--- config.mk ---
export PLATFORM = sky130hd
export DESIGN_NAME = mui_midi_uart
export DESIGN_NICKNAME = d
export VERILOG_FILES = /design/src/verilog/mui_pkg.sv /design/src/verilog/mui_fifo.sv /design/src/verilog/mui_midi_uart.sv
export SDC_FILE = /design/constraint.sdc
export NUM_CORES = 1
export LEC_CHECK = 0
export ABC_AREA = 0
export BUFFER_PORTS_ARGS = -buffer_cell sky130_fd_sc_hd__buf_2
export CAP_MARGIN = 20
export CORE_ASPECT_RATIO = 1.1
export CORE_MARGIN = 1
export CORE_UTILIZATION = 25
export CTS_CLUSTER_SIZE = 8
export DETAILED_ROUTE_END_ITERATION = 10
export PLACE_DENSITY_LB_ADDON = 0.1
export REMOVE_ABC_BUFFERS = 1
export SYNTH_ARGS = -nofsm -noshare
export SYNTH_HDL_FRONTEND = slang
export SYNTH_SLANG_ARGS = --single-unit
--- constraint.sdc ---
create_clock -name i_clock -period 4.1 [get_ports i_clock]
set_input_delay 0.82 -clock i_clock [delete_from_list [all_inputs] [get_ports i_clock]]
set_output_delay 0.82 -clock i_clock [all_outputs]
set_load 0.1 [all_outputs]
--- src/verilog/mui_pkg.sv ---
/*
 Constants and types shared by the MIDI UART host interface.
 Assumes a 40 MHz system clock; all timing counts derive from it.
*/
package mui_pkg;
    // Clock and link timing
    localparam int CLK_PERIOD_PS = 25000; // 40 MHz system clock
    localparam int BIT_PERIOD_NS = 32000; // One bit at 31.25K baud
    localparam int CYCLES_PER_BIT = (BIT_PERIOD_NS * 1000) / CLK_PERIOD_PS;
    localparam int OVERSAMPLE = 16; // Receiver ticks per bit
    localparam int CYCLES_PER_TICK = CYCLES_PER_BIT / OVERSAMPLE;
    localparam int START_CHECK_TICK = 7; // Tick at start bit centre
    localparam int LAST_TICK = OVERSAMPLE - 1;
    localparam int DATA_BITS = 8;

    // Host address decode
    localparam int ADDR_W = 16; // Full ISA address width
    localparam int DECODE_W = 10; // Decoded address bits
    localparam logic OFFS_DATA = 1'b0; // Data port offset
    localparam logic OFFS_CMD = 1'b1; // Command and status offset

    // Status layout
    localparam int STAT_RX_EMPTY_BIT = 7;
    localparam int STAT_TX_FULL_BIT = 6;
    localparam int CMD_ECHO_W = 6;
    localparam logic [5:0] CMD_ECHO_RST = 6'h00;

    // Command codes and acknowledge bytes
    localparam logic [7:0] CMD_UART_ON = 8'h3F;
    localparam logic [7:0] CMD_UART_OFF = 8'hFF;
    localparam logic [4:0] CMD_GROUP_A0 = 5'h14; // A0h..A7h upper five bits
    localparam logic [7:0] CMD_AB = 8'hAB;
    localparam logic [7:0] CMD_AC = 8'hAC;
    localparam logic [7:0] CMD_AD = 8'hAD;
    localparam logic [7:0] CMD_AF = 8'hAF;
    localparam logic [7:0] ACK_BYTE = 8'hFE;
    localparam logic [7:0] REPLY_ZERO = 8'h00;
    localparam logic [7:0] REPLY_AC = 8'h15;
    localparam logic [7:0] REPLY_AD = 8'h01;
    localparam logic [7:0] REPLY_AF = 8'h64;

    // Buffers
    localparam int FIFO_DEPTH = 16;
    localparam int FIFO_AW = 4;

    // Serial state machines, Gray coded along the frame
    typedef enum logic [1:0] {
        MUI_IDLE = 2'h0,
        MUI_START = 2'h1,
        MUI_DATA = 2'h3,
        MUI_STOP = 2'h2
    } mui_ser_e;
endpackage : mui_pkg

--- src/verilog/mui_fifo.sv ---
/*
 Synchronous FIFO with valid/ready on both sides.
 Assumes one clock; a push and a pop may happen in the same cycle.
*/
`timescale 1ns/1ps
`default_nettype none
module mui_fifo #(
    parameter int WIDTH = 8,
    parameter int DEPTH = 8
) (
    input wire logic i_clock,
    input wire logic i_rst_b,
    input wire logic i_in_valid,
    output logic o_in_ready,
    input wire logic [WIDTH-1:0] i_in_data,
    output logic o_out_valid,
    input wire logic i_out_ready,
    output logic [WIDTH-1:0] o_out_data
);
    localparam int AW = $clog2(DEPTH);

    logic [WIDTH-1:0] mem [DEPTH]; // Storage, no reset needed
    logic [AW-1:0] wr_ptr_reg; // Next slot to fill
    logic [AW-1:0] rd_ptr_reg; // Oldest slot
    logic [AW:0] count_reg; // Words held
    logic push;
    logic pop;

    // Full and empty come straight from the count
    assign o_in_ready = (count_reg != DEPTH[AW:0]);
    assign o_out_valid = (count_reg != '0);
    assign o_out_data = mem[rd_ptr_reg];
    assign push = i_in_valid && o_in_ready;
    assign pop = o_out_valid && i_out_ready;

    // Advance a pointer with wrap, depth need not be a power of two
    function automatic logic [AW-1:0] bump(input logic [AW-1:0] p);
        bump = (p == AW'(DEPTH - 1)) ? '0 : p + 1'b1;
    endfunction : bump

    // Storage write
    always_ff @(posedge i_clock) begin
        if (push) begin
            mem[wr_ptr_reg] <= i_in_data;
        end
    end

    // Pointers and count
    always_ff @(posedge i_clock or negedge i_rst_b) begin
        if (!i_rst_b) begin
            wr_ptr_reg <= '0;
            rd_ptr_reg <= '0;
            count_reg <= '0;
        end else begin
            if (push) begin
                wr_ptr_reg <= bump(wr_ptr_reg);
            end
            if (pop) begin
                rd_ptr_reg <= bump(rd_ptr_reg);
            end
            if (push && !pop) begin
                count_reg <= count_reg + 1'b1;
            end else if (pop && !push) begin
                count_reg <= count_reg - 1'b1;
            end
        end
    end
endmodule : mui_fifo
`default_nettype wire

--- src/verilog/mui_midi_uart.sv ---
/*
 MIDI UART host interface: two byte ports on a host I/O bus, a
 transmit FIFO, a receive FIFO, command acknowledge emulation and a
 31.25K baud serial link.
 Assumes host strobes are one-cycle pulses synchronous to i_clock
 and that the serial input is already synchronous to it.
*/
`timescale 1ns/1ps
`default_nettype none
module mui_midi_uart (
    input wire logic i_clock,
    input wire logic i_rst_b,
    input wire logic [9:0] i_midi_port_base,
    input wire logic [15:0] i_io_addr,
    input wire logic i_io_rd,
    input wire logic i_io_wr,
    input wire logic [7:0] i_io_wdata,
    output logic [7:0] o_io_rdata,
    output logic o_irq,
    input wire logic i_serial_in_pin,
    output logic o_serial_out_pin
);
    // Host decode
    logic port_hit; // Address lands in our two ports
    logic offs; // Port offset bit
    logic data_wr; // Host write to the data port
    logic data_rd; // Host read of the data port
    logic cmd_wr; // Host write to the command port
    logic stat_rd; // Host read of the status port

    // Mode and command echo
    logic uart_mode_reg; // High in UART mode
    logic [5:0] cmd_echo_reg; // Low bits of last command

    // Acknowledge queue, at most two bytes
    logic [1:0] ack_cnt_reg; // Bytes still to push
    logic [7:0] ack_head_reg; // Next acknowledge byte
    logic [7:0] ack_tail_reg; // Second byte, if any
    logic [8:0] reply; // Second-byte flag and value

    // Receive FIFO, overwrite-on-full makes it unlike the plain FIFO
    logic [7:0] rx_mem [mui_pkg::FIFO_DEPTH];
    logic [3:0] rx_wr_ptr_reg; // Next slot to fill
    logic [3:0] rx_rd_ptr_reg; // Oldest byte
    logic [4:0] rx_count_reg; // Bytes held
    logic [7:0] rx_last_reg; // Most recent byte pushed
    logic rx_empty_flag; // Receive FIFO empty
    logic rx_full; // Receive FIFO full
    logic rx_push; // Byte enters this cycle
    logic [7:0] rx_push_data; // The byte that enters
    logic rx_pop; // Host takes the oldest byte

    // Transmit FIFO hookup
    logic tx_in_ready; // Room in the transmit FIFO
    logic tx_full_flag; // Transmit FIFO full
    logic tx_out_valid; // A byte waits to be sent
    logic [7:0] tx_out_data; // Byte at the head
    logic tx_take; // Serializer takes the head byte

    // Transmitter
    mui_pkg::mui_ser_e tx_state_reg;
    logic [10:0] tx_div_reg; // Cycles within a bit
    logic [2:0] tx_bit_reg; // Data bit index
    logic [7:0] tx_shift_reg; // Bits still to send
    logic tx_bit_end; // Last cycle of a bit

    // Receiver
    mui_pkg::mui_ser_e rx_state_reg;
    logic [6:0] rx_div_reg; // Cycles within a tick
    logic [3:0] rx_tick_reg; // Ticks within a bit
    logic [2:0] rx_bit_reg; // Data bit index
    logic [7:0] rx_shift_reg; // Bits collected
    logic rx_tick; // One oversample tick
    logic rx_bit_mid; // Last tick of a bit slot
    logic rx_done; // Good character this cycle

    // Address decode: bits 9:1 compared, bit 0 picks the port, anything above must be zero
    assign port_hit = (i_io_addr[15:mui_pkg::DECODE_W] == '0) &&
        (i_io_addr[9:1] == i_midi_port_base[9:1]);
    assign offs = i_io_addr[0];
    assign data_wr = i_io_wr && port_hit && (offs == mui_pkg::OFFS_DATA);
    assign data_rd = i_io_rd && port_hit && (offs == mui_pkg::OFFS_DATA);
    assign cmd_wr = i_io_wr && port_hit && (offs == mui_pkg::OFFS_CMD);
    assign stat_rd = i_io_rd && port_hit && (offs == mui_pkg::OFFS_CMD);

    // Reply for emulated commands: bit 8 says a second byte follows
    function automatic logic [8:0] ack_reply(input logic [7:0] cmd);
        if (cmd[7:3] == mui_pkg::CMD_GROUP_A0 || cmd == mui_pkg::CMD_AB) begin
            ack_reply = {1'b1, mui_pkg::REPLY_ZERO};
        end else if (cmd == mui_pkg::CMD_AC) begin
            ack_reply = {1'b1, mui_pkg::REPLY_AC};
        end else if (cmd == mui_pkg::CMD_AD) begin
            ack_reply = {1'b1, mui_pkg::REPLY_AD};
        end else if (cmd == mui_pkg::CMD_AF) begin
            ack_reply = {1'b1, mui_pkg::REPLY_AF};
        end else begin
            ack_reply = {1'b0, mui_pkg::REPLY_ZERO};
        end
    endfunction : ack_reply

    assign reply = ack_reply(i_io_wdata);

    // Mode: emulation after reset, switched only by the two codes
    always_ff @(posedge i_clock or negedge i_rst_b) begin
        if (!i_rst_b) begin
            uart_mode_reg <= 1'b0;
        end else if (cmd_wr) begin
            if (uart_mode_reg) begin
                // Every other code is dropped in UART mode
                if (i_io_wdata == mui_pkg::CMD_UART_OFF) begin
                    uart_mode_reg <= 1'b0;
                end
            end else if (i_io_wdata == mui_pkg::CMD_UART_ON) begin
                uart_mode_reg <= 1'b1;
            end
        end
    end

    // Command echo seen in the status port, any mode
    always_ff @(posedge i_clock or negedge i_rst_b) begin
        if (!i_rst_b) begin
            cmd_echo_reg <= mui_pkg::CMD_ECHO_RST;
        end else if (cmd_wr) begin
            cmd_echo_reg <= i_io_wdata[5:0];
        end
    end

    // Acknowledge queue; a new command replaces anything unsent
    always_ff @(posedge i_clock or negedge i_rst_b) begin
        if (!i_rst_b) begin
            ack_cnt_reg <= 2'h0;
            ack_head_reg <= mui_pkg::ACK_BYTE;
            ack_tail_reg <= mui_pkg::REPLY_ZERO;
        end else if (cmd_wr && !uart_mode_reg) begin
            // FEh first, then the reply byte where one exists
            ack_head_reg <= mui_pkg::ACK_BYTE;
            ack_tail_reg <= reply[7:0];
            ack_cnt_reg <= reply[8] ? 2'h2 : 2'h1;
        end else if (rx_push && !rx_done) begin
            // Queue head went into the receive FIFO
            ack_head_reg <= ack_tail_reg;
            ack_cnt_reg <= ack_cnt_reg - 2'h1;
        end
    end

    // Serial bytes win the push slot; acks wait a cycle at most
    assign rx_push = rx_done || (ack_cnt_reg != 2'h0);
    assign rx_push_data = rx_done ? rx_shift_reg : ack_head_reg;
    assign rx_empty_flag = (rx_count_reg == '0);
    assign rx_full = (rx_count_reg == 5'(mui_pkg::FIFO_DEPTH));
    // Any data read pops, so emulation mode can drain its acks too
    assign rx_pop = data_rd && !rx_empty_flag;

    // Receive storage; when full with no pop in the same cycle the newest slot is overwritten
    always_ff @(posedge i_clock) begin
        if (rx_push) begin
            if (rx_full && !rx_pop) begin
                rx_mem[rx_wr_ptr_reg - 4'h1] <= rx_push_data;
            end else begin
                rx_mem[rx_wr_ptr_reg] <= rx_push_data;
            end
        end
    end

    // Receive pointers, count and latest byte
    always_ff @(posedge i_clock or negedge i_rst_b) begin
        if (!i_rst_b) begin
            rx_wr_ptr_reg <= 4'h0;
            rx_rd_ptr_reg <= 4'h0;
            rx_count_reg <= 5'h00;
            rx_last_reg <= mui_pkg::REPLY_ZERO;
        end else begin
            if (rx_push) begin
                rx_last_reg <= rx_push_data;
            end
            if (rx_push && (!rx_full || rx_pop)) begin
                rx_wr_ptr_reg <= rx_wr_ptr_reg + 4'h1;
            end
            if (rx_pop) begin
                rx_rd_ptr_reg <= rx_rd_ptr_reg + 4'h1;
            end
            if (rx_push && !rx_pop && !rx_full) begin
                rx_count_reg <= rx_count_reg + 5'h01;
            end else if (rx_pop && !rx_push) begin
                rx_count_reg <= rx_count_reg - 5'h01;
            end
        end
    end

    // Interrupt: a push in the same cycle as a read keeps it set
    always_ff @(posedge i_clock or negedge i_rst_b) begin
        if (!i_rst_b) begin
            o_irq <= 1'b0;
        end else if (rx_push) begin
            o_irq <= 1'b1;
        end else if (data_rd) begin
            o_irq <= 1'b0;
        end
    end

    // Read data, registered and held until the next read
    always_ff @(posedge i_clock or negedge i_rst_b) begin
        if (!i_rst_b) begin
            o_io_rdata <= 8'h00;
        end else if (stat_rd) begin
            o_io_rdata <= {rx_empty_flag, tx_full_flag, cmd_echo_reg};
        end else if (data_rd) begin
            if (uart_mode_reg) begin
                o_io_rdata <= rx_mem[rx_rd_ptr_reg];
            end else begin
                o_io_rdata <= rx_last_reg;
            end
        end
    end

    // Transmit FIFO: writes count only in UART mode
    mui_fifo #(
        .WIDTH(8),
        .DEPTH(mui_pkg::FIFO_DEPTH)
    ) u_tx_fifo (
        .i_clock(i_clock),
        .i_rst_b(i_rst_b),
        .i_in_valid(data_wr && uart_mode_reg),
        .o_in_ready(tx_in_ready),
        .i_in_data(i_io_wdata),
        .o_out_valid(tx_out_valid),
        .i_out_ready(tx_take),
        .o_out_data(tx_out_data)
    );

    // A write to a full FIFO is lost, as the host should poll first
    assign tx_full_flag = !tx_in_ready;
    assign tx_take = (tx_state_reg == mui_pkg::MUI_IDLE) && tx_out_valid;
    assign tx_bit_end = (tx_div_reg == 11'(mui_pkg::CYCLES_PER_BIT - 1));

    // Bit timer; 1280 cycles per bit is exact at 40 MHz
    always_ff @(posedge i_clock or negedge i_rst_b) begin
        if (!i_rst_b) begin
            tx_div_reg <= 11'h000;
        end else if (tx_state_reg == mui_pkg::MUI_IDLE || tx_bit_end) begin
            tx_div_reg <= 11'h000;
        end else begin
            tx_div_reg <= tx_div_reg + 11'h001;
        end
    end

    // Transmit frame: start, eight bits LSB first, stop
    always_ff @(posedge i_clock or negedge i_rst_b) begin
        if (!i_rst_b) begin
            tx_state_reg <= mui_pkg::MUI_IDLE;
            tx_bit_reg <= 3'h0;
            tx_shift_reg <= 8'h00;
            o_serial_out_pin <= 1'b1;
        end else begin
            unique case (tx_state_reg)
                mui_pkg::MUI_IDLE: begin
                    o_serial_out_pin <= !tx_take;
                    if (tx_take) begin
                        tx_shift_reg <= tx_out_data;
                        tx_state_reg <= mui_pkg::MUI_START;
                    end
                end
                mui_pkg::MUI_START: begin
                    if (tx_bit_end) begin
                        o_serial_out_pin <= tx_shift_reg[0];
                        tx_shift_reg <= {1'b0, tx_shift_reg[7:1]};
                        tx_bit_reg <= 3'h0;
                        tx_state_reg <= mui_pkg::MUI_DATA;
                    end
                end
                mui_pkg::MUI_DATA: begin
                    if (tx_bit_end) begin
                        if (tx_bit_reg == 3'(mui_pkg::DATA_BITS - 1)) begin
                            o_serial_out_pin <= 1'b1;
                            tx_state_reg <= mui_pkg::MUI_STOP;
                        end else begin
                            o_serial_out_pin <= tx_shift_reg[0];
                            tx_shift_reg <= {1'b0, tx_shift_reg[7:1]};
                            tx_bit_reg <= tx_bit_reg + 3'h1;
                        end
                    end
                end
                mui_pkg::MUI_STOP: begin
                    if (tx_bit_end) begin
                        tx_state_reg <= mui_pkg::MUI_IDLE;
                    end
                end
            endcase
        end
    end

    // Receiver tick: divider restarts on the start edge so the
    // sample points sit centred in each bit
    assign rx_tick = (rx_div_reg == 7'(mui_pkg::CYCLES_PER_TICK - 1));
    assign rx_bit_mid = rx_tick && (rx_tick_reg == 4'(mui_pkg::LAST_TICK));

    always_ff @(posedge i_clock or negedge i_rst_b) begin
        if (!i_rst_b) begin
            rx_div_reg <= 7'h00;
        end else if (rx_state_reg == mui_pkg::MUI_IDLE || rx_tick) begin
            rx_div_reg <= 7'h00;
        end else begin
            rx_div_reg <= rx_div_reg + 7'h01;
        end
    end

    // Receive frame; a low stop bit drops the character unseen
    always_ff @(posedge i_clock or negedge i_rst_b) begin
        if (!i_rst_b) begin
            rx_state_reg <= mui_pkg::MUI_IDLE;
            rx_tick_reg <= 4'h0;
            rx_bit_reg <= 3'h0;
            rx_shift_reg <= 8'h00;
            rx_done <= 1'b0;
        end else begin
            rx_done <= 1'b0;
            unique case (rx_state_reg)
                mui_pkg::MUI_IDLE: begin
                    rx_tick_reg <= 4'h0;
                    if (!i_serial_in_pin) begin
                        rx_state_reg <= mui_pkg::MUI_START;
                    end
                end
                mui_pkg::MUI_START: begin
                    if (rx_tick) begin
                        if (rx_tick_reg == 4'(mui_pkg::START_CHECK_TICK)) begin
                            // Glitch shorter than half a bit is ignored
                            rx_state_reg <= i_serial_in_pin ? mui_pkg::MUI_IDLE
                                                            : mui_pkg::MUI_DATA;
                            rx_tick_reg <= 4'h0;
                            rx_bit_reg <= 3'h0;
                        end else begin
                            rx_tick_reg <= rx_tick_reg + 4'h1;
                        end
                    end
                end
                mui_pkg::MUI_DATA: begin
                    if (rx_tick) begin
                        rx_tick_reg <= rx_tick_reg + 4'h1;
                    end
                    if (rx_bit_mid) begin
                        rx_shift_reg <= {i_serial_in_pin, rx_shift_reg[7:1]};
                        rx_bit_reg <= rx_bit_reg + 3'h1;
                        if (rx_bit_reg == 3'(mui_pkg::DATA_BITS - 1)) begin
                            rx_state_reg <= mui_pkg::MUI_STOP;
                        end
                    end
                end
                mui_pkg::MUI_STOP: begin
                    if (rx_tick) begin
                        rx_tick_reg <= rx_tick_reg + 4'h1;
                    end
                    if (rx_bit_mid) begin
                        rx_done <= i_serial_in_pin;
                        rx_state_reg <= mui_pkg::MUI_IDLE;
                    end
                end
            endcase
        end
    end
endmodule : mui_midi_uart
`default_nettype wire

# Yosys cells after proc, flatten, opt, wreduce, memory -nomap -nowiden
# Memory sizes are Yosys's and may differ from the RTL's.
# Index checks and enable logic that the tools add are counted.
[totals]
regBits = 118
ramBits = 256
in_bits = 39
output_inout_bits = 10
elab_cells = 215
mem_count = 2
[op_classes]
add_sub_neg = 15
eq_ne = 37
n_mux = 74
bitwise_logic = 1
reduce_logical = 61
[mem_list]
columns = ["memory", "depth", "width", "read_ports", "rd_ports_with_merged_regs", "wr", "line_no", "source"]
rows = [
  ["rx_mem", 16, 8, 1, 0, 1, "mui_midi_uart.sv:42", "logic [7:0] rx_mem [mui_pkg::FIFO_DEPTH];"],
  ["u_tx_fifo.mem", 16, 8, 1, 0, 1, "mui_fifo.sv:22", "logic [WIDTH-1:0] mem [DEPTH];"],
]
[ops]
columns = ["op", "count"]
rows = [
  ["8-bit two-way mux", 11],
  ["8-bit == test (second input constant)", 5],
  ["9-bit two-way mux", 4],
  ["2-bit two-way mux", 15],
  ["4-bit two-way mux", 6],
  ["2-bit != test (second input constant)", 12],
  ["8-bit case mux with 3 select lines", 1],
  ["1-bit logical AND", 22],
  ["4-bit by 1-bit adder with 4-bit output (second input constant)", 5],
  ["5-bit two-way mux", 4],
  ["1-bit two-way mux", 19],
  ["3-bit two-way mux", 6],
  ["2-bit case mux with 4 select lines", 2],
  ["2-bit nonzero test", 8],
  ["4-bit == test (second input constant)", 3],
  ["3-bit case mux with 2 select lines", 2],
  ["4-bit case mux with 3 select lines", 1],
  ["11-bit by 1-bit adder with 11-bit output (second input constant)", 1],
  ["11-bit == test (second input constant)", 1],
  ["11-bit two-way mux", 1],
  ["5-bit by 1-bit adder with 5-bit output (second input constant)", 2],
  ["5-bit == test (second input constant)", 2],
  ["1-bit zero test", 10],
  ["5-bit AND reduction", 2],
  ["29 further kinds", 43],
]

# Depth between registers and ports, before layout
# Gate-level depths: netlist of the first run.
[logic_depth]
depth_word = 12
depth_mapped = 13
mapped_depth_nobuf = 12

# By module
# From an unflattened synthesis of the first run, not the netlist that was laid out.
[hier_totals]
hier_cells = 1072
hier_area_um2 = 15890.2
[by_module_without_submodules]
columns = ["mod", "n_inst", "cells_per_inst", "area_each_um2"]
rows = [
  ["mui_midi_uart", 1, 773, 10131.0],
  ["mui_fifo", 1, 299, 5759.3],
]

# Worst setup path before layout of the first run
# No wires, ideal clock.
[synth_path]
kind = "input to register"
from = "input i_io_addr[11]"
to = "register rx_count_reg[4]"
setup_ns = 0.126
t_arrival_ns = 3.116
required_time_ns = 3.974
slack_ns = 0.858
stages = 10
n_path_buf = 0
cell_sequence = "nor4_1 -> and4_1 -> nand4_2 -> o21ai_0 -> ha_1 -> a21o_1 -> a21oi_1 -> and2_1 -> a21boi_0 -> a221o_1"
[synth_via]
elab_chain_cells = 9
word_cells_on_any_way = 11
[synth_rtl]
columns = ["element", "line_no", "source"]
rows = [
  ["start, declared", "mui_midi_uart.sv:14", "input wire logic [15:0] i_io_addr,"],
  ["6-bit zero test *", "mui_midi_uart.sv:78", "assign port_hit = (i_io_addr[15:mui_pkg::DECODE_W] == '0) &&"],
  ["1-bit logical AND *", "mui_midi_uart.sv:78", ""],
  ["1-bit logical AND * (2 in a row)", "mui_midi_uart.sv:82", "assign data_rd = i_io_rd && port_hit && (offs == mui_pkg::OFFS_DATA);"],
  ["1-bit logical AND *", "mui_midi_uart.sv:152", "assign rx_pop = data_rd && !rx_empty_flag;"],
  ["1-bit zero test", "mui_midi_uart.sv:182", "if (rx_push && !rx_pop && !rx_full) begin"],
  ["1-bit logical AND (2 in a row)", "mui_midi_uart.sv:182", ""],
  ["5-bit two-way mux / 2-bit nonzero test (equally long branches)", "-", ""],
  ["end signal, assigned", "mui_midi_uart.sv:183", "rx_count_reg <= rx_count_reg + 5'h01;"],
  ["end signal, assigned", "mui_midi_uart.sv:185", "rx_count_reg <= rx_count_reg - 5'h01;"],
  ["end, declared", "mui_midi_uart.sv:45", "logic [4:0] rx_count_reg;"],
]
# Every way passes the cells marked *; elsewhere a longest branch is shown, timed or not.
# A chain may end at the register's enable or synchronous reset.

# Worst setup path in the final report of the first run
[layout_path]
from = "register rx_count_reg[1]"
to = "memory rx_mem[5][6] (enable)"
[layout_via]
elab_chain_cells = 10
word_cells_on_any_way = 15
[layout_rtl]
columns = ["element", "line_no", "source"]
rows = [
  ["5-bit zero test", "mui_midi_uart.sv:149", "assign rx_empty_flag = (rx_count_reg == '0);"],
  ["1-bit zero test", "mui_midi_uart.sv:152", ""],
  ["1-bit logical AND", "mui_midi_uart.sv:152", ""],
  ["1-bit zero test", "mui_midi_uart.sv:157", "if (rx_full && !rx_pop) begin"],
  ["1-bit logical AND *", "mui_midi_uart.sv:157", ""],
  ["1-bit two-way mux", "mui_midi_uart.sv:157", ""],
  ["1-bit two-way mux", "mui_midi_uart.sv:156", "if (rx_push) begin"],
  ["1-bit two-way mux (not written as such)", "mui_midi_uart.sv:160", "rx_mem[rx_wr_ptr_reg] <= rx_push_data;"],
  ["8-bit OR reduction (no line)", "-", ""],
  ["4-bit two-way mux (no line) / 1-bit two-way mux (equally long branches)", "-", ""],
  ["end, declared", "mui_midi_uart.sv:42", ""],
]
# Marked as above.

==> out/metrics.yaml, run 1 <==
synth:
  seq_area_frac_synth: 0.670
  synth_warnings: 0
  yosysUniqueCellTypes: 65
  synth_top_cell_by_area: "edfxtp_1"
  syn_area_um2: 15600
  syn_area_per_cell_um2: 15.6
  ys_ff_latch: 367
  synth_enable_flop_cells: 256
  synth_flop_cell: "edfxtp_1"
  synthArstFlopShare: 0.302
  synth.top_cells.by_area: "edfxtp_1 (49%), dfrtp_1 (17%), mux4_2 (11%), nor2_1 (2.2%), ha_1 (1.9%)"
  synth_cells: 1005
  yosysTopAreaCellShare: 0.492
sta:
  slew_violations: 0
  fin_crit_sh: 0.769
  layout_min_cycle_time_ns: 3.15
  fmax_mhz: 317
  rsz0062_at_grt: "false"
  relSlewSlack: 0.338
  fin_hold_ws_ns: 0.250
  hold_viol: 0
  setup_viol: 0
  totalNegativeSetupSlack_ns: 0
  fin_skew_ns: 0.0594
  worst_slew_pin_slew_ns: 0.990
  worst_slack_ns: 0.947
die:
  row_count: 95
  coreArea_um2: 61500
  initial_core_util: 0.254
  io_pins: 49
  die_h_um: 264
  die_area_um2: 63500
  die_x_um: 240
grt:
  grt_pass1_wl_um: 57900
  track_usage: 0.122
  grt_max_degree: 69
  grt_pass1_vias: 8990
  overflow: 0
  grt_antenna_before_repair: 2
critical_path:
  path_class: "register to register"
  start_kind: "register"
  rrSetupSlack_ns: 0.95
  rr_worst_depth: 6
  endpoint_kind: "register"
  cpMaxStageDelayCell: "nor2_1"
  required_ns: 4.35
  r2r-start: "rx_count_reg[1]"
  cp_max_fo: 8
  cp_data_arrival_time_ns: 3.40
  max_stage_delay_ns: 0.77
  r2r_end: "rx_mem[5][6]"
  crit_chain: "nor4_4 -> and2_1 -> o21ai_0 -> or3_1 -> o31a_1 -> nor2_1"
power:
  vdd_drop_max_v: 0.000331
  leakagePower_nw: 6.70
  p_per_area_nw_per_um2: 539
  totalPowerFinal_mw: 10.0
detailed_routing:
  first_iter_violations: 404
  post-route-drc-count: 0
  drt-total-wl_um: 37400
  avgViaCountPerCell: 4.36
  avgRoutedWirePerCell_um: 19.0
  vias: 8572
  antenna_left: 0
  drtPass1Iterations: 6
clocking:
  cts.clk_slew.worst_paths_ns: 0.05
  post_cts_buffers: 0
  clockBufferDepth: 3
  cts_buffers: 52
  cts.sinks: 367
  tritoncts: "built"
  cts_hold_buf: 0
  clock_latency_ns: 0.63
  root_buffer: "clkbuf_16"
  htreeDepth: 2
  cts_resized: 0
placement:
  globalplace.congestion: 0.713
  io_buffers: 47
  dp_hpwl_um: 25000
  place_worst_setup_slack_ns: 0.294
min_path:
  min_path_type: "input pin to asynchronous set/reset pin"
finish:
  fin_nets: 1165
  antenna_cells: 0
  final_util: 0.303
  drive_gt1_frac: 0.227
  syn2layout_area_growth_pct: 19.0
outcome:
  status: "completed"
run:
  maxCapViolCount: 0
==> power by group <==
part           internal [mW]  switching, mW  leakage [nW]
Combinational          0.545          0.826          2.20
Sequential              4.37          0.207          3.76
Clock                   2.43           1.65         0.739
Total                   7.35           2.68          6.70
==> cells in the final DEF, fill, tap and decap left out, types with 7 or more instances in the layout <==
master,instances
a22oi_1,15
a221oi_1,8
o21ai_0,31
nand3_1,24
xnor2_1,33
buf_2,46
buf_4,34
nor3_1,12
nor2_1,92
a21oi_1,29
mux2_2,22
a22o_1,8
mux4_2,73
edfxtp_1,256
clkbuf_1,40
xor2_1,10
clkbuf_16,53
nand2b_1,9
nor2b_1,7
and3_1,7
mux2i_1,10
nand2_1,73
inv_1,22
dfrtp_1,104
ha_1,24
==> synthesized netlist by cell type, drive strengths merged, types with 6 or more instances <==
| library cell | count |
|---|---|
| ha | 24 |
| a22o | 8 |
| nor3 | 13 |
| a21o | 6 |
| clkbuf | 26 |
| buf | 18 |
| nand2 | 73 |
| mux4 | 73 |
| nor4 | 9 |
| mux2i | 10 |
| nand4 | 8 |
| a22oi | 15 |
| dfrtp | 106 |
| inv | 22 |
| a31oi | 7 |
| a221oi | 8 |
| mux2 | 22 |
| nand3 | 24 |
| nor2 | 93 |
| a21oi | 29 |
| edfxtp | 256 |
| xor2 | 10 |
| and3 | 7 |
| xnor2 | 33 |
| nand2b | 9 |
| o21ai | 34 |
| nor2b | 7 |
| and2 | 6 |
==> area by class of cell <==
class	instances	area, µm²
Multi-Input combinational cell	572	4890
Timing Repair Buffer	85	559
Clock inverter	4	95.1
Clock buffer	93	1480
Fill cell	6140	42800
Tap cell	824	1030
Sequential cell	367	10500
Inverter	22	82.6
==> logic make-up after synthesis <==
logic type               synth area share
AO/OA/AOI/OAI                      0.0575
XOR/XNOR                           0.0241
adder cells (fa/ha/maj)            0.0218
buffers and inverters              0.0178
flip-flops                          0.670
multiplexers                        0.127
AND/OR/NAND/NOR                    0.0817
==> critical path, delay by kind of cell (launching register included) <==
family	cells	cell delay [ns]
flops	1	0.48
compound gates	2	0.41
simple gates	4	1.91
==> per-stage QoR <==
stage | instances | cell area [µm²]
6_report | 1967 | 18600
2_1_floorplan | 961 | 15400
3_3_place_gp | 1868 | 17000
5_1_grt | 1967 | 18600
4_1_cts | 1966 | 18600
3_5_place_dp | 1869 | 17000
==> how the worst max path moves through the flow <==
stage	startpoint	end	cells after the start
after floorplan	i_io_addr[11]	rx_count_reg[4]	10
after global placement	i_io_addr[11]	rx_mem[7][5]	7
after detailed placement	i_io_addr[11]	rx_mem[4][6]	7
after CTS	rx_count_reg[1]	rx_mem[4][2]	6
after global routing	u_tx_fifo.count_reg[1]	u_tx_fifo.count_reg[4]	13
final	rx_count_reg[1]	rx_mem[5][6]	6
==> metal layers <==
metal  GRT usage  vias to the layer above  part of all wire  wire (µm)
li1            -                     4058                 -          -
met1       0.154                     4315              0.43      16100
met2       0.209                      134              0.51      19100
met3      0.0258                       63             0.038       1420
met4      0.0358                        2             0.022        809
met5           0                        -           0.00035         13
No activity file was read; power rests on OpenSTA's default activity.
==> run 2: changes to the inputs <==
clock period = 3.2 ns   (was 4.1 ns; I/O delays follow)
==> run 2 against run 1 <==
Compared with the run above: utilization increased by 0.41 points; sequential cell count unchanged; sequential power is 28% higher; critical endpoint is now rx_count_reg[4]; highest routed layer unchanged.
==> out/metrics.yaml, run 2 (synthesis results as in run 1) <==
finish:
  syn2layout_area_growth_pct: 20.6
  antenna_cells: 0  # unchanged
  final_util: 0.307  # +0.00409
  layout_common_cells: "edfxtp_1 (256), dfrtp_1 (104), nor2_1 (92)"
  drive_gt1_frac: 0.252  # +0.0255
  fin_nets: 1204  # +3.3%
  final_common_cell: "edfxtp_1"
sta:
  fin_skew_ns: 0.0156  # -0.0439 ns
  worst_slew_pin_slew_ns: 0.722  # -0.268 ns
  slew_violations: 0  # unchanged
  relSlewSlack: 0.515  # +0.177
  hold_viol: 0  # unchanged
  layout_min_cycle_time_ns: 2.86  # -0.288 ns
  fin_hold_ws_ns: 0.0122  # -0.237 ns
  fmax_mhz: 349  # +10%
  rsz0062_at_grt: "false"
  setup_viol: 0  # unchanged
  fin_crit_sh: 0.895  # +0.126
die:
  initial_core_util: 0.254  # unchanged
  die_h_um: 264  # unchanged
  coreArea_um2: 61500  # unchanged
  die_area_um2: 63500  # unchanged
  row_count: 95  # unchanged
  io_pins: 49  # unchanged
  die_x_um: 240  # unchanged
clocking:
  post_cts_buffers: 0  # unchanged
  cts_hold_buf: 0  # unchanged
  cts_buffers: 52  # unchanged
  clock_latency_ns: 0.58  # -0.05 ns
  htreeDepth: 2  # unchanged
  clockBufferDepth: 3  # unchanged
  tritoncts: "built"
  cts_resized: 0  # unchanged
  cts.sinks: 367  # unchanged
  cts.clk_slew.worst_paths_ns: 0.05  # about the same
  root_buffer: "clkbuf_16"
critical_path:
  cp_max_fo: 4  # -4
  cp_data_arrival_time_ns: 3.32  # -0.08 ns
  path_class: "register to register"
  required_ns: 3.66  # -0.69 ns
  endpoint_kind: "register"
  start_kind: "register"
  cp-startpoint: "ack_cnt_reg[0]"
  r2r-start: "ack_cnt_reg[0]"
detailed_routing:
  post-route-drc-count: 0  # unchanged
  drtPass1Iterations: 4  # -2
  antenna_left: 0  # unchanged
  avgViaCountPerCell: 4.36  # +0.13%
  avgRoutedWirePerCell_um: 19.0  # -0.19%
  vias: 8736  # +1.9%
  first_iter_violations: 567  # +40%
  drt-total-wl_um: 38000  # +1.6%
grt:
  use_met3: 0.0217  # -0.00408
  grt_antenna_before_repair: 1  # -1
  use_met1: 0.156  # +0.00186
  grt_pass1_vias: 9233  # +2.7%
  grt_pass1_wl_um: 58500  # +1.1%
  track_usage: 0.124  # +0.00151
  grt_max_degree: 62  # -10%
  met2_usage: 0.213  # +0.00405
  grt_busiest_layer: "met2"
  overflow: 0  # unchanged
placement:
  io_buffers: 47  # unchanged
  globalplace.congestion: 0.683  # -4.2%
  dp_hpwl_um: 25200  # +0.84%
power:
  leakagePower_nw: 6.88  # +2.8%
  vdd_drop_max_v: 0.000428  # +29%
  p_per_area_nw_per_um2: 684  # +27%
run:
  maxCapViolCount: 0  # unchanged
outcome:
  status: "completed"
min_path:
  min_path_type: "input pin to asynchronous set/reset pin"
## run 2: changes by cell type in the layout (fill, tap and decap cells not counted)
cell	delta
clkbuf_1	-4
buf_4	+39
buf_12	+2
clkinv_16	-3
clkinv_1	+1
buf_6	-2
clkinv_2	-1
clkbuf_8	+2
inv_16	+1
## run 2: where the power goes
part	total (mW)	internal (mW)	switching, mW
sequential	5.86	5.59	0.270
clock	5.14	3.11	2.03
combinational	1.89	0.806	1.08
total	12.9	9.51	3.38
## run 2: final timing paths
path	depth (start not counted)	end	slack (ns)
max	12	rx_count_reg[4]	0.34
min	1	tx_shift_reg[7]	0.01
max reg2reg	12	rx_count_reg[4]	0.34
min reg2reg	1	rx_div_reg[0]	0.46
max in group asynchronous	2	rx_rd_ptr_reg[0]	2.26
min in group i_clock	2	rx_done	0.39
## run 2: area by class of cell
class,count,area (µm²)
timing repair buffer,124,870
clock buffer,91,1490
multi-input combinational,572,4890
sequential,367,10500
clock inverter,2,23.8
fill,6133,42600
inverter,22,82.6
tap,824,1030
## run 2: metrics by stage
stage	TNS (ns)	cell area [µm²]	worst slack, ns	std cells	total power, mW
finish	0	18900	0.336	2002	12.9
CTS	0	18900	0.272	2002	13.1
global placement	-0.0435	17300	-0.0435	1909	7.87
floorplan	0	15400	0.130	961	7.08
detailed placement	-0.0817	17300	-0.0532	1909	7.89
global route	0	18900	0.0716	2002	13.5
## run 2: worst max-delay path: stages (launching register included)
cell and delay, ns:
dfrtp_1 0.35, inv_1 0.05, ha_1 0.21, and2b_1 0.21, nor2_2 0.22, o21ai_0 0.18, buf_4 0.18, fa_1 0.40
a21o_1 0.18, a21oi_1 0.21, and2_1 0.17, a21boi_0 0.08, a221o_1 0.29
## run 2: metal layers
layer | wire, µm | up-vias
met5 | 11 | -
met3 | 1630 | 60
met4 | 919 | 2
met1 | 16300 | 4395
li1 | - | 4134
met2 | 19200 | 145
==> run 3: changes to the inputs <==
CORE_UTILIZATION = 30   (was 25)
SYNTH_HIERARCHICAL = 1   (was default)
==> run 3 against run 2 <==
Compared with the run above: sequential share of layout area decreased by 0.26 points; critical path type is now input pin to register; synthesized cell count is 6.7% higher; largest cell class unchanged; die area fell by 15%; clock power about the same; combinational power increased by 13%; power up 4.2%.
==> out/metrics.yaml, run 3 <==
clocking:
  htreeDepth: 2  # unchanged
  clockBufferDepth: 3  # unchanged
  tritoncts: "built"
  post_cts_buffers: 0  # unchanged
  cts.sinks: 367  # unchanged
  clock_latency_ns: 0.60  # +0.02 ns
  cts_buffers: 52  # unchanged
  cts.clk_slew.worst_paths_ns: 0.05  # about the same
  cts_hold_buf: 0  # unchanged
  root_buffer: "clkbuf_16"
finish:
  syn2layout_area_growth_pct: 19.2
  fillers: 5096  # -17%
  fin_nets: 1275  # +5.9%
  drive_gt1_frac: 0.227  # -0.0255
  antenna_cells: 0  # unchanged
  multi_input_area_um2: 5100  # +4.4%
  regArea_um2: 10500  # unchanged
  layout_common_cells: "edfxtp_1 (256), nand2_1 (109), dfrtp_1 (104), nor2_1 (89), buf_4 (85)"
  fin_cells: 1928  # -3.7%
  final_common_cell: "edfxtp_1"
detailed_routing:
  drt-total-wl_um: 38000  # about the same
  antenna_left: 0  # unchanged
  avgViaCountPerCell: 4.77  # +9.2%
  vias: 9190  # +5.2%
  post-route-drc-count: 0  # unchanged
  drtPass1Iterations: 6  # +2
  avgRoutedWirePerCell_um: 19.7  # +3.9%
  first_iter_violations: 537  # -5.3%
critical_path:
  cpMaxStageDelayCell: "a2111oi_0"
  cp.depth: 13  # +1
  rrSetupSlack_ns: 0.34  # about the same
  cp_top_family: "simple AND/OR/NAND/NOR gates"
  cp-startpoint: "i_io_addr[15]"
  crit_chain: "buf_2 -> nor4_2 -> nand2_1 -> nor4b_4 -> nand2_1 -> nor2_1 -> a21boi_1 -> ha_1 -> inv_1 -> fa_1 -> a21o_1 -> a2111oi_0 -> o31ai_1"
  path_class: "input pin to register"
  rr_worst_depth: 10  # -2
  cp_common_cell: "nand2_1"
  r2r-start: "u_tx_fifo/count_reg[1]"
  max_stage_delay_ns: 0.41  # about the same
  cp_data_arrival_time_ns: 3.38  # +0.06 ns
  endpoint_kind: "register"
  start_kind: "input pin"
  required_ns: 3.66  # about the same
  path_buf_inv: 2  # unchanged
  cp_max_fo: 4  # unchanged
  crit_path_end: "u_tx_fifo/count_reg[4]"
  r2r_end: "u_tx_fifo/count_reg[4]"
die:
  initial_core_util: 0.303  # +0.0488
  io_pins: 49  # unchanged
  row_count: 88  # -7.4%
  die_h_um: 243  # -7.9%
  coreArea_um2: 52400  # -15%
  die_x_um: 221  # -7.9%
  die_area_um2: 53900  # -15%
grt:
  track_usage: 0.145  # +0.0206
  grt_max_degree: 47  # -24%
  grt_pass1_vias: 9595  # +3.9%
  overflow: 0  # unchanged
  grt_antenna_before_repair: 0  # -1
  grt_pass1_wl_um: 59100  # +0.97%
sta:
  fin_crit_sh: 0.912  # +0.0173
  worst_slack_ns: 0.280  # -0.0554 ns
  rsz0062_at_grt: "false"
  layout_min_cycle_time_ns: 2.92  # +0.0554 ns
  slew_violations: 0  # unchanged
  hold_viol: 0  # unchanged
  worst_slew_pin_slew_ns: 0.808  # +0.0857 ns
  fmax_mhz: 343  # -1.9%
  fin_skew_ns: 0.0275  # +0.0119 ns
  relSlewSlack: 0.460  # -0.0546
  setup_viol: 0  # unchanged
synth:
  ys_ff_latch: 367  # unchanged
  synth_cells: 1072  # +6.7%
  synth_top_cell_by_area: "edfxtp_1"
  syn_area_um2: 15900  # +1.6%
  seq_area_frac_synth: 0.659  # -0.0108
  synth.top_cells.by_area: "edfxtp_1 (48%), dfrtp_1 (17%), mux4_2 (7.1%), nand2_1 (2.6%), mux4_1 (2.3%)"
  synth_enable_flop_cells: 256  # unchanged
  synth_most_common_cell: "edfxtp_1"
  synth_commonest_cells: "edfxtp_1 (256), nand2_1 (109), dfrtp_1 (106)"
  synth_flop_cell: "edfxtp_1"
  synth_warnings: 6  # +6
  yosysUniqueCellTypes: 65  # unchanged
  yosysTopAreaCellShare: 0.484  # -0.00790
  synthArstFlopShare: 0.302  # unchanged
  syn_area_per_cell_um2: 14.8  # -4.7%
min_path:
  min_path_type: "input pin to asynchronous set/reset pin"
outcome:
  status: "completed"
placement:
  io_buffers: 47  # unchanged
  place_worst_setup_slack_ns: -0.463  # -0.410 ns
  dp_cells: 1831  # -4.1%
  dp_hpwl_um: 25100  # -0.43%
  globalplace.congestion: 0.732  # +7.1%
power:
  p_per_area_nw_per_um2: 709  # +3.7%
  leakagePower_nw: 7.09  # +3.0%
  vdd_drop_max_v: 0.000429  # +0.23%
run:
  maxCapViolCount: 0  # unchanged
run 3: report_power, final:
| part | switching (mW) | internal [mW] | leakage [nW] |
|---|---|---|---|
| clock network | 2.09 | 3.07 | 0.721 |
| registers | 0.229 | 5.89 | 3.74 |
| logic | 1.31 | 0.836 | 2.63 |
| total | 3.63 | 9.80 | 7.09 |
run 3: kinds of logic after synthesis:
logic type,Yosys count,share of synthesized area
fa+ha+maj,26,0.0214
buf+inv,70,0.0203
simple gates,314,0.0949
compound gates,159,0.0669
mux,96,0.116
xor+xnor,40,0.0220
flops,367,0.659
run 3: cell type report:
type | instances | share of cell area
multi-input combinational | 635 | 0.269
sequential | 367 | 0.553
timing repair buffer | 134 | 0.0490
clock inverter | 4 | 0.00284
clock buffer | 93 | 0.0773
tap | 675 | 0.0446
inverter | 20 | 0.00396
run 3: worst min path at each step:
stage	startpoint	to	slack [ns]	depth (start not counted)
floorplan	i_rst_b	ack_cnt_reg[0]	0.34	0
global placement	rx_div_reg[0]	rx_div_reg[0]	0.46	1
detailed placement	rx_div_reg[0]	rx_div_reg[0]	0.44	1
CTS	i_rst_b	tx_shift_reg[6]	0.04	1
global route	i_rst_b	tx_shift_reg[6]	0.07	1
finish	i_rst_b	tx_shift_reg[6]	0.05	1
run 3: worst reg2reg max path: stages (launching register included):
cell and delay [ns]:
dfrtp_1 0.45, nor4_2 0.37, nand2b_1 0.13, and2_1 0.22, o21ai_4 0.12, ha_1 0.20
inv_1 0.10, fa_1 0.40, a21o_1 0.19, a2111oi_0 0.41, o31ai_1 0.14
run 3: what timing repair did:
action,in CTS,in global routing
endpoints found under the setup margin,0,1
resized for setup,0,2
hold endpoints to repair,0,0
run 3: per-stage QoR:
| stage | util | hold WS (ns) | power, mW | instance area [µm²] | setup TNS (ns) |
|---|---|---|---|---|---|
| 4_1_cts | 0.361 | 0.0382 | 13.7 | 18900 | 0 |
| 2_1_floorplan | - | 0.344 | 7.46 | 15600 | -14.99 |
| 6_report | 0.361 | 0.0479 | 13.4 | 18900 | 0 |
| 5_1_grt | 0.361 | 0.0731 | 14.1 | 18900 | 0 |
| 3_3_place_gp | 0.332 | 0.456 | 8.41 | 17400 | -2.89 |
| 3_5_place_dp | 0.332 | 0.444 | 8.42 | 17400 | -3.24 |
run 3: routing by layer:
metal  part of all wire  vias to the layer above  GRT usage
met2               0.50                      137      0.248
met1               0.44                     4639      0.184
met3              0.031                       54     0.0234
met5                  0                        -          0
met4              0.026                        0     0.0515
li1                   -                     4360          -
